File: src/acs_regs.vh
// Purpose: Offsets, fields, reset values and bus constants for the audio clock select block
// Assumes: Byte addresses on a 32-bit Avalon-MM slave
// Notes:   Definitions only
`ifndef ACS_REGS_VH
`define ACS_REGS_VH

// ****************************************
// Register offsets (byte addresses)
// ****************************************
`define ACS_ADDR_W 12
`define ACS_OFF_P1_TX_SEL 12'h1e0
`define ACS_OFF_P1_TX_FRAC 12'h1e4
`define ACS_OFF_P1_RX_SEL 12'h1e8
`define ACS_OFF_P1_RX_FRAC 12'h1ec
`define ACS_OFF_P2_TX_SEL 12'h1f0
`define ACS_OFF_STATUS 12'h300

// ****************************************
// Selection and fraction register fields
// ****************************************
`define ACS_MASK_HI 31
`define ACS_MASK_LO 16
`define ACS_OUT_CHOICE_BIT 15
`define ACS_CHOOSER_BIT 12
`define ACS_SRC_HI 11
`define ACS_SRC_LO 10
`define ACS_PLL_HI 9
`define ACS_PLL_LO 8
`define ACS_DIV_HI 6
`define ACS_DIV_LO 0
`define ACS_FRAC_NUM_HI 31
`define ACS_FRAC_NUM_LO 16
`define ACS_FRAC_DEN_HI 15
`define ACS_FRAC_DEN_LO 0

// Writable lower-half bits of each selection register
`define ACS_TX_WRITABLE 16'h9f7f
`define ACS_RX_WRITABLE 16'h1f7f

// ****************************************
// Reset values
// ****************************************
`define ACS_RST_P1_TX_SEL 16'h0111
`define ACS_RST_P1_RX_SEL 16'h0013
`define ACS_RST_P2_TX_SEL 16'h0111
`define ACS_RST_FRAC 32'h00000000

// ****************************************
// Field codes
// ****************************************
`define ACS_SRC_INT 2'h0
`define ACS_SRC_FRAC 2'h1
`define ACS_SRC_EXT 2'h2
`define ACS_PLL_A 2'h0
`define ACS_PLL_B 2'h1
`define ACS_PLL_OSC 2'h2

`endif

File: src/acs_top.v
// Purpose: Audio serial port clock selection: registers on Avalon-MM and the clock paths they steer
// Assumes: 125 MHz sys_clk_i; audio sources are slow pins sampled through two flip-flops
// Notes:   Summary of operation below; clocks are rebuilt as levels on sys_clk_i
//
// Summary of operation
// Upper-half mask bits enable lower-half writes
// Fraction register: high numerator, low denominator
// Port 1 transmit fraction fed by integer clock
// Port 1 receive fraction fed by integer clock
// Port 1 master out: chooser or halved oscillator
// Port 2 master out: chooser or halved oscillator
// Source and PLL codes; code three reserved
//
// Register map, byte offsets
// 0x1e0 port 1 transmit select
// 0x1e4 port 1 transmit fraction
// 0x1e8 port 1 receive select
// 0x1ec port 1 receive fraction
// 0x1f0 port 2 transmit select
// 0x300 status, read only
//
// Select register fields
// 31:16 write mask, reads zero
// 15 master out choice, transmit selects only
// 12 path chooser
// 11:10 path source
// 9:8 PLL choice
// 6:0 divisor minus one
// Other bits read zero
//
// Fraction register fields
// 31:16 numerator
// 15:0 denominator
// Zero denominator holds low
// Keep numerator <= half the denominator
// Fraction output is high one integer period
// per accumulator overflow
//
// Status bits
// 4 port 1 transmit clock
// 3 port 1 receive clock
// 2 port 1 master clock
// 1 port 2 transmit clock
// 0 port 2 master clock
//
// Limitations
// Clocks are levels on sys_clk_i
// Sources run far below sys_clk_i
// Switching is not glitch-free
// Port 2 fraction path is idle
// One wait cycle per request
// Pin to output takes a few cycles
// Reserved source code gives a low clock; reserved PLL code stalls the dividers
// Receive chooser 1 takes transmit
// Halved oscillator toggles per edge
// Divisor change acts at next edge
// Reset: 0x111, 0, 0x13, 0, 0x111
// Byte enables mask fraction lanes
// Mask lanes need their byte enables
`timescale 1ns/1ps
`include "acs_regs.vh"

module acs_top (
    input wire sys_clk_i,
    input wire reset_i,

    // Register bus
    input wire [11:0] avs_address_i,
    input wire avs_read_i,
    input wire avs_write_i,
    input wire [3:0] avs_byteenable_i,
    input wire [31:0] avs_writedata_i,
    output reg [31:0] avs_readdata_o,
    output reg avs_waitrequest_o,

    // Source pins, asynchronous
    input wire audio_pll_a_i,
    input wire audio_pll_b_i,
    input wire crystal_oscillator_i,
    input wire port1_tx_external_master_i,
    input wire port1_rx_external_master_i,
    input wire port2_tx_external_master_i,
    input wire port2_rx_clk_i,

    // Clock levels, all registered
    output reg port1_tx_clk_o,
    output reg port1_rx_clk_o,
    output reg port1_master_clk_o,
    output reg port2_tx_clk_o,
    output reg port2_master_clk_o
);

    // ****************************************
    // Registers
    // ****************************************
    reg [15:0] p1_tx_sel_reg;
    reg [31:0] p1_tx_frac_reg;
    reg [15:0] p1_rx_sel_reg;
    reg [31:0] p1_rx_frac_reg;
    reg [15:0] p2_tx_sel_reg;

    // Bus helpers
    reg [31:0] rd_next;
    wire [31:0] lane_mask;
    wire [15:0] wr_mask;
    wire wr_go;

    // Expand byte enables to a bit mask
    assign lane_mask = {{8{avs_byteenable_i[3]}}, {8{avs_byteenable_i[2]}},
                        {8{avs_byteenable_i[1]}}, {8{avs_byteenable_i[0]}}};
    // Mask half only counts where its byte lanes are enabled
    assign wr_mask = avs_writedata_i[`ACS_MASK_HI:`ACS_MASK_LO] & lane_mask[31:16];
    // A write lands at the edge where waitrequest is seen low
    assign wr_go = avs_write_i && !avs_waitrequest_o;

    // Masked update of a selection register; unmasked and reserved bits keep their value
    // Reserved bits read zero
    function [15:0] masked_write;
        input [15:0] old;
        input [15:0] data;
        input [15:0] mask;
        input [15:0] writable;
        begin
            masked_write = (old & ~(mask & writable)) | (data & mask & writable);
        end
    endfunction

    // ****************************************
    // Bus slave
    // ****************************************
    // Every request waits exactly one cycle; waitrequest comes from a flop so the master sees no glitch
    // Read data holds until next read
    always @(posedge sys_clk_i or posedge reset_i) begin
        if (reset_i) begin
            avs_waitrequest_o <= 1'b1;
            avs_readdata_o <= 32'h00000000;
        end else begin
            avs_waitrequest_o <= !((avs_read_i || avs_write_i) && avs_waitrequest_o);
            if (avs_read_i && avs_waitrequest_o) begin
                avs_readdata_o <= rd_next;
            end
        end
    end

    // Read decode; write-only mask half reads zero, unmapped addresses read zero
    // Status sampled at the take
    always @* begin
        case (avs_address_i)
            `ACS_OFF_P1_TX_SEL: rd_next = {16'h0000, p1_tx_sel_reg};
            `ACS_OFF_P1_TX_FRAC: rd_next = p1_tx_frac_reg;
            `ACS_OFF_P1_RX_SEL: rd_next = {16'h0000, p1_rx_sel_reg};
            `ACS_OFF_P1_RX_FRAC: rd_next = p1_rx_frac_reg;
            `ACS_OFF_P2_TX_SEL: rd_next = {16'h0000, p2_tx_sel_reg};
            `ACS_OFF_STATUS: rd_next = {27'h0000000, port1_tx_clk_o, port1_rx_clk_o,
                                        port1_master_clk_o, port2_tx_clk_o, port2_master_clk_o};
            default: rd_next = 32'h00000000;
        endcase
    end

    // Register writes
    // Others change nothing
    always @(posedge sys_clk_i or posedge reset_i) begin
        if (reset_i) begin
            p1_tx_sel_reg <= `ACS_RST_P1_TX_SEL;
            p1_tx_frac_reg <= `ACS_RST_FRAC;
            p1_rx_sel_reg <= `ACS_RST_P1_RX_SEL;
            p1_rx_frac_reg <= `ACS_RST_FRAC;
            p2_tx_sel_reg <= `ACS_RST_P2_TX_SEL;
        end else if (wr_go) begin
            case (avs_address_i)
                `ACS_OFF_P1_TX_SEL: p1_tx_sel_reg <= masked_write(p1_tx_sel_reg, avs_writedata_i[15:0],
                                                                  wr_mask, `ACS_TX_WRITABLE);
                `ACS_OFF_P1_RX_SEL: p1_rx_sel_reg <= masked_write(p1_rx_sel_reg, avs_writedata_i[15:0],
                                                                  wr_mask, `ACS_RX_WRITABLE);
                `ACS_OFF_P2_TX_SEL: p2_tx_sel_reg <= masked_write(p2_tx_sel_reg, avs_writedata_i[15:0],
                                                                  wr_mask, `ACS_TX_WRITABLE);
                // Fraction registers have no mask half; byte enables select lanes
                `ACS_OFF_P1_TX_FRAC: p1_tx_frac_reg <= (p1_tx_frac_reg & ~lane_mask) |
                                                       (avs_writedata_i & lane_mask);
                `ACS_OFF_P1_RX_FRAC: p1_rx_frac_reg <= (p1_rx_frac_reg & ~lane_mask) |
                                                       (avs_writedata_i & lane_mask);
                default: p1_tx_frac_reg <= p1_tx_frac_reg;
            endcase
        end
    end

    // ****************************************
    // Input synchronisers and edge detection
    // ****************************************
    // Bit order: 0 pll_a, 1 pll_b, 2 osc, 3 p1 tx ext, 4 p1 rx ext, 5 p2 tx ext, 6 p2 rx clk
    reg [6:0] sync1_reg;
    reg [6:0] sync2_reg;
    reg [6:0] prev_reg;
    reg osc_half_reg;
    wire [6:0] rise;

    // Stage one is read only by stage two; edges compare stage two with a third flop
    always @(posedge sys_clk_i or posedge reset_i) begin
        if (reset_i) begin
            sync1_reg <= 7'h00;
            sync2_reg <= 7'h00;
            prev_reg <= 7'h00;
        end else begin
            sync1_reg <= {port2_rx_clk_i, port2_tx_external_master_i, port1_rx_external_master_i,
                          port1_tx_external_master_i, crystal_oscillator_i, audio_pll_b_i, audio_pll_a_i};
            sync2_reg <= sync1_reg;
            prev_reg <= sync2_reg;
        end
    end

    // Only rising edges count
    assign rise = sync2_reg & ~prev_reg;

    // Halved oscillator toggles on each oscillator rising edge
    always @(posedge sys_clk_i or posedge reset_i) begin
        if (reset_i) begin
            osc_half_reg <= 1'b0;
        end else if (rise[2]) begin
            osc_half_reg <= !osc_half_reg;
        end
    end

    // ****************************************
    // Clock paths
    // ****************************************
    wire p1_tx_path;
    wire p1_rx_path;
    wire p2_tx_path;

    // Port 1 transmit
    acs_path u_p1_tx (
        .sys_clk_i(sys_clk_i),
        .reset_i(reset_i),
        .pll_level_i(sync2_reg[2:0]),
        .pll_rise_i(rise[2:0]),
        .ext_level_i(sync2_reg[3]),
        .pll_choice_i(p1_tx_sel_reg[`ACS_PLL_HI:`ACS_PLL_LO]),
        .source_choice_i(p1_tx_sel_reg[`ACS_SRC_HI:`ACS_SRC_LO]),
        .integer_divisor_i(p1_tx_sel_reg[`ACS_DIV_HI:`ACS_DIV_LO]),
        .fraction_ratio_i(p1_tx_frac_reg),
        .int_clk_o(),
        .frac_clk_o(),
        .path_clk_o(p1_tx_path)
    );

    // Port 1 receive
    acs_path u_p1_rx (
        .sys_clk_i(sys_clk_i),
        .reset_i(reset_i),
        .pll_level_i(sync2_reg[2:0]),
        .pll_rise_i(rise[2:0]),
        .ext_level_i(sync2_reg[4]),
        .pll_choice_i(p1_rx_sel_reg[`ACS_PLL_HI:`ACS_PLL_LO]),
        .source_choice_i(p1_rx_sel_reg[`ACS_SRC_HI:`ACS_SRC_LO]),
        .integer_divisor_i(p1_rx_sel_reg[`ACS_DIV_HI:`ACS_DIV_LO]),
        .fraction_ratio_i(p1_rx_frac_reg),
        .int_clk_o(),
        .frac_clk_o(),
        .path_clk_o(p1_rx_path)
    );

    // Port 2 transmit has no fraction register in this block, so its fraction path stays idle
    acs_path u_p2_tx (
        .sys_clk_i(sys_clk_i),
        .reset_i(reset_i),
        .pll_level_i(sync2_reg[2:0]),
        .pll_rise_i(rise[2:0]),
        .ext_level_i(sync2_reg[5]),
        .pll_choice_i(p2_tx_sel_reg[`ACS_PLL_HI:`ACS_PLL_LO]),
        .source_choice_i(p2_tx_sel_reg[`ACS_SRC_HI:`ACS_SRC_LO]),
        .integer_divisor_i(p2_tx_sel_reg[`ACS_DIV_HI:`ACS_DIV_LO]),
        .fraction_ratio_i(`ACS_RST_FRAC),
        .int_clk_o(),
        .frac_clk_o(),
        .path_clk_o(p2_tx_path)
    );

    // ****************************************
    // Path choosers and master-clock outputs
    // ****************************************
    // All outputs registered; mux switching is not glitch-free, a known limit of this level model
    always @(posedge sys_clk_i or posedge reset_i) begin
        if (reset_i) begin
            port1_tx_clk_o <= 1'b0;
            port1_rx_clk_o <= 1'b0;
            port1_master_clk_o <= 1'b0;
            port2_tx_clk_o <= 1'b0;
            port2_master_clk_o <= 1'b0;
        end else begin
            port1_tx_clk_o <= p1_tx_sel_reg[`ACS_CHOOSER_BIT] ? p1_rx_path : p1_tx_path;
            port1_rx_clk_o <= p1_rx_sel_reg[`ACS_CHOOSER_BIT] ? p1_tx_path : p1_rx_path;
            port1_master_clk_o <= p1_tx_sel_reg[`ACS_OUT_CHOICE_BIT] ? osc_half_reg :
                                  (p1_tx_sel_reg[`ACS_CHOOSER_BIT] ? p1_rx_path : p1_tx_path);

            // Port 2 chooser takes the pin
            port2_tx_clk_o <= p2_tx_sel_reg[`ACS_CHOOSER_BIT] ? sync2_reg[6] : p2_tx_path;
            port2_master_clk_o <= p2_tx_sel_reg[`ACS_OUT_CHOICE_BIT] ? osc_half_reg :
                                  (p2_tx_sel_reg[`ACS_CHOOSER_BIT] ? sync2_reg[6] : p2_tx_path);
        end
    end

endmodule // acs_top

File: src/acs_path.v
// Purpose: One audio clock path: source pick, integer divider, fractional divider, output pick
// Assumes: Source levels and edges are already synchronised to sys_clk_i
// Notes:   Output clocks are levels rebuilt on sys_clk_i, so sources must run well below it
`timescale 1ns/1ps
`include "acs_regs.vh"

module acs_path (
    input wire sys_clk_i,
    input wire reset_i,
    input wire [2:0] pll_level_i,
    input wire [2:0] pll_rise_i,
    input wire ext_level_i,
    input wire [1:0] pll_choice_i,
    input wire [1:0] source_choice_i,
    input wire [6:0] integer_divisor_i,
    input wire [31:0] fraction_ratio_i,
    output reg int_clk_o,
    output reg frac_clk_o,
    output reg path_clk_o
);

    // Three-way pick on a two-bit code; code 3 is reserved and yields low
    function pick3;
        input [1:0] code;
        input [2:0] vec;
        begin
            case (code)
                2'h0: pick3 = vec[0];
                2'h1: pick3 = vec[1];
                2'h2: pick3 = vec[2];
                default: pick3 = 1'b0;
            endcase
        end
    endfunction

    reg [6:0] cnt_reg;
    reg [16:0] acc_reg;
    wire src_rise;
    wire src_level;
    wire int_tick;
    wire [15:0] num;
    wire [15:0] den;
    wire [16:0] acc_sum;
    wire overflow;
    wire [16:0] acc_next;

    // ****************************************
    // PLL pick and integer divider
    // ****************************************
    assign src_rise = pick3(pll_choice_i, pll_rise_i);
    assign src_level = pick3(pll_choice_i, pll_level_i);
    // A divisor lowered below the count wraps at the next edge instead of running on to 127
    assign int_tick = src_rise && (cnt_reg >= integer_divisor_i);

    // Count source edges modulo divisor+1; level high for the first half of each period
    always @(posedge sys_clk_i or posedge reset_i) begin
        if (reset_i) begin
            cnt_reg <= 7'h00;
            int_clk_o <= 1'b0;
        end else begin
            if (src_rise) begin
                cnt_reg <= int_tick ? 7'h00 : cnt_reg + 7'h01;
            end
            if (integer_divisor_i == 7'h00) begin
                int_clk_o <= src_level; // Divide by one passes the source through
            end else if (src_rise) begin
                int_clk_o <= ({1'b0, (int_tick ? 7'h00 : cnt_reg + 7'h01)} << 1) <=
                             {1'b0, integer_divisor_i};
            end
        end
    end

    // ****************************************
    // Fractional divider fed by the integer clock
    // ****************************************
    assign num = fraction_ratio_i[`ACS_FRAC_NUM_HI:`ACS_FRAC_NUM_LO];
    assign den = fraction_ratio_i[`ACS_FRAC_DEN_HI:`ACS_FRAC_DEN_LO];
    assign acc_sum = acc_reg + {1'b0, num};
    assign overflow = (den != 16'h0000) && (acc_sum >= {1'b0, den});
    assign acc_next = overflow ? acc_sum - {1'b0, den} : acc_sum;

    // Each integer tick adds num; crossing den yields one output period, so rate = integer clock rate*num/den
    always @(posedge sys_clk_i or posedge reset_i) begin
        if (reset_i) begin
            acc_reg <= 17'h00000;
            frac_clk_o <= 1'b0;
        end else if (int_tick) begin
            acc_reg <= (den == 16'h0000) ? 17'h00000 : acc_next;
            frac_clk_o <= overflow; // A zero denominator holds the output low
        end
    end

    // ****************************************
    // Output source pick
    // ****************************************
    always @(posedge sys_clk_i or posedge reset_i) begin
        if (reset_i) begin
            path_clk_o <= 1'b0;
        end else begin
            path_clk_o <= pick3(source_choice_i, {ext_level_i, frac_clk_o, int_clk_o});
        end
    end

endmodule // acs_path

File: config.mk
export PLATFORM = sky130hd
export DESIGN_NAME = acs_top
export DESIGN_NICKNAME = d
export VERILOG_FILES = /design/src/acs_top.v /design/src/acs_path.v
export VERILOG_INCLUDE_DIRS = /design/src
export SDC_FILE = /design/constraint.sdc
export NUM_CORES = 1
export LEC_CHECK = 0
export ABC_CLOCK_PERIOD_IN_PS = 13200
export BUFFER_PORTS_ARGS = -buffer_cell sky130_fd_sc_hd__buf_2
export CAP_MARGIN = 20
export CORE_MARGIN = 3
export CORE_UTILIZATION = 45
export DETAILED_ROUTE_END_ITERATION = 6
export SYNTH_ARGS = -nofsm -noshare
export SYNTH_HDL_FRONTEND = slang
export SYNTH_SLANG_ARGS = --single-unit
File: constraint.sdc
create_clock -name sys_clk_i -period 13.2 [get_ports sys_clk_i]
set_input_delay 0.66 -clock sys_clk_i [delete_from_list [all_inputs] [get_ports sys_clk_i]]
set_output_delay 0.66 -clock sys_clk_i [all_outputs]
set_load 0.01 [all_outputs]
==> impl_metrics.env <==
export IMPL_clockBufferDepth=3
export IMPL_drtAntennaViolNets=0
export IMPL_path_buf_inv=1
export IMPL_grt_pass1_wl_mm=64.68
export IMPL_insertion_delay_ps=550
export IMPL_maxCapViolCount=0
export IMPL_rsz0062_at_grt="false"
export IMPL_yosysTopAreaCell="dfrtp_1"
export IMPL_period_needed_ps=4939
export IMPL_placed_area_sq_um=14780
export IMPL_setup_violations=0
export IMPL_start_kind="register"
export IMPL_h_tree_depth=1
export IMPL_yosys_area_share_simple_pct=16.25
export IMPL_cts_setup_buffers=0
export IMPL_areaGrowthSynthToFinish_pct=13.37
export IMPL_grt_pass1_vias=11280
export IMPL_synth_distinct_cells=74
export IMPL_die_w_um=181.8
export IMPL_path_common_cell="ha_1"
export IMPL_synth_nets=1650
export IMPL_min_path_type="in -> async"
export IMPL_crit_path_cell_trace="ha_1, inv_1, fa_1, and2b_2, o31ai_1, a211oi_2, o31ai_4, o41a_2, ha_1, a21o_1, a221o_1, nor3_1, and4bb_2, nor2_1, nor2_4, mux2_2, o21ai_0"
export IMPL_numCtsBuffers=27
export IMPL_yosysMostFrequentCell="dfrtp_1"
export IMPL_setup_tns_ps=0
export IMPL_crit_family="compound AO/OA/AOI/OAI gates"
export IMPL_antenna_cells=0
export IMPL_clk_pin_slew_ps=60
export IMPL_hold_buffers=0
export IMPL_wire_per_inst_um=20.95
export IMPL_gp_congestion=0.9501
export IMPL_synth_compound_area_share_pct=17.15
export IMPL_dp_cells=1937
export IMPL_synth_warnings=0
export IMPL_rows=63
export IMPL_fp_dieH_um=181.8
export IMPL_cts_tree="built"
export IMPL_status="completed"
export IMPL_syn_area_per_cell_sq_um=9.385
export IMPL_worstMarginPinSlew_ps=1049
export IMPL_cts_sinks=221
export IMPL_dp_hpwl_mm=31.87
export IMPL_drt_wl_total_mm=41.61
export IMPL_fin_crit_sh_pct=37.41
export IMPL_synth_edf_count=0
export IMPL_synth_top_cell_area_share_pct=37.99
export IMPL_ctsResizeCount=0
export IMPL_nNetsFinal=1745
export IMPL_path_class="reg -> reg"
export IMPL_arrival_ps=5380
export IMPL_ys_seq_area_share_pct=39.88
export IMPL_hold_viol=0
export IMPL_overflow=0
export IMPL_slowest_delay_ps=510
export IMPL_synthArstFlopShare_pct=100.0
export IMPL_slew_violations=0
export IMPL_grt_usage_pct=24.76
export IMPL_synth_common_cells="211 x dfrtp_1, 165 x nor2_1, 152 x nand2_1"
export IMPL_drive_above_1_share_pct=16.92
export IMPL_cellLeakagePower_nw=7.506
export IMPL_worstPathRequired_ps=13640
export IMPL_syn_inst=1481
export IMPL_drtIter0Drc=951
export IMPL_portBuffers=96
export IMPL_skew_ps=18.41
export IMPL_final_cell_area_sq_um=15760
export IMPL_synthAdderAreaFrac_pct=10.12
export IMPL_num_vias=11580
export IMPL_power_density_nw_per_um2=117.5
export IMPL_maxSlewHeadroom_pct=30.07
export IMPL_antenna_found_initial=0
export IMPL_via_per_inst=5.830
export IMPL_p_total_w=0.001851
export IMPL_ios=97
export IMPL_start_util_pct=46.28
export IMPL_grt_max_degree=86
export IMPL_root_buffer="clkbuf_16"
export IMPL_ys_flop_type="dfrtp_1"
export IMPL_muxShareOfSynthArea_pct=9.119
export IMPL_worstSetupEndpointType="register"
export IMPL_synth_seq_cells=221
export IMPL_synth_top_family_by_area="compound AO/OA/AOI/OAI gates"
export IMPL_synth_xor_area_share_pct=3.655
export IMPL_crit_slowest_cell="nor2_4"
export IMPL_final_fill_count=2779
export IMPL_netlist_area_sq_um=13900
export IMPL_layout_cells_non_filler=1986
export IMPL_path_max_fanout=17
export IMPL_peakVddDrop_mv=0.08794
export IMPL_design_core_area_sq_um=30030
export IMPL_ys_top_cells_by_area="dfrtp_1 38%, ha_1 9.5%, mux2_2 6.9%, nor2_1 4.5%, nand2_1 4.1%"
export IMPL_fmax_mhz=202.5
export IMPL_dr_pass1_iters=6
export IMPL_die_area_sq_um=33030
export IMPL_drc_errors=0
-- worst paths after layout --
path / to / slack, ps / cells after the start
setup / recovery: u_p1_rx.acc_reg[0]$_DFFE_PP0P_ / 8260 / 17
hold / removal: sync1_reg[4]$_DFF_PP0_ / 210 / 2
setup reg to reg: u_p1_rx.acc_reg[0]$_DFFE_PP0P_ / 8260 / 17
hold reg to reg: sync2_reg[1]$_DFF_PP0_ / 350 / 0
max in group asynchronous: u_p1_tx.cnt_reg[5]$_DFFE_PP0P_ / 11580 / 3
min in group sys_clk_i: sync1_reg[2]$_DFF_PP0_ / 220 / 1
-- where the power goes --
| group | switching, W | leakage, nW | total, W | internal (W) |
|---|---|---|---|---|
| registers | 0.0000397 | 2.76 | 0.000758 | 0.000719 |
| clock network | 0.000300 | 0.480 | 0.000819 | 0.000519 |
| logic | 0.000160 | 4.27 | 0.000273 | 0.000113 |
-- through the flow --
step / setup WS [ps] / hold slack (ps) / utilization, %
floorplan: 6507 / 331.2 / -
global placement: 8423 / 333.9 / 49.17
detailed placement: 8334 / 334.7 / 49.21
CTS: 8313 / 199.5 / 52.47
global route: 7823 / 205.1 / 52.47
finish: 8261 / 212.2 / 52.47
-- cells in the final DEF (no fill, tap or decap), types with 15 or more instances in the layout --
cell,instances
a21oi_1,67
xor2_1,15
a221oi_1,25
nor3_1,31
nand2_1,152
mux2_2,85
dfrtp_1,211
ha_1,106
inv_1,88
o21a_1,18
a21o_1,31
nand3_1,37
xnor2_1,43
nor2_1,165
clkbuf_16,27
nor4_1,17
buf_2,96
mux2i_1,31
o21ai_0,102
-- area by class of cell --
| type | count | area, sq um | share of cell area, % |
|---|---|---|---|
| Tap cell | 390 | 488.0 | 3.097 |
| Timing Repair Buffer | 109 | 581.8 | 3.692 |
| Clock buffer | 37 | 763.2 | 4.844 |
| Multi-Input combinational cell | 1128 | 7824 | 49.65 |
| Sequential cell | 221 | 5543 | 35.18 |
| Clock inverter | 12 | 216.5 | 1.374 |
| Inverter | 89 | 341.6 | 2.168 |
-- metal layers --
layer | routed length (um) | share of wire, % | GRT usage, %
met4 | 1436 | 3.5 | 7.495
met1 | 18680 | 45 | 34.88
met5 | 0 | 0 | 0
met2 | 18920 | 45 | 39.23
met3 | 2570 | 6.2 | 4.187
-- worst register-to-register path, stage by stage, from the launching register on --
cell	delay (ps)
dfrtp_1	390
ha_1	240
inv_1	70
fa_1	190
and2b_2	240
o31ai_1	390
a211oi_2	200
o31ai_4	370
o41a_2	220
ha_1	310
a21o_1	210
a221o_1	340
nor3_1	220
and4bb_2	270
nor2_1	90
nor2_4	510
mux2_2	400
o21ai_0	160
-- kinds of logic after synthesis --
| logic type | count (synthesis) |
|---|---|
| buf+inv | 132 |
| simple gates | 488 |
| compound gates | 356 |
| fa+ha+maj | 110 |
| flops | 221 |
| xor+xnor | 58 |
| mux | 116 |
Note: power is estimated with default switching activity, not from simulation.
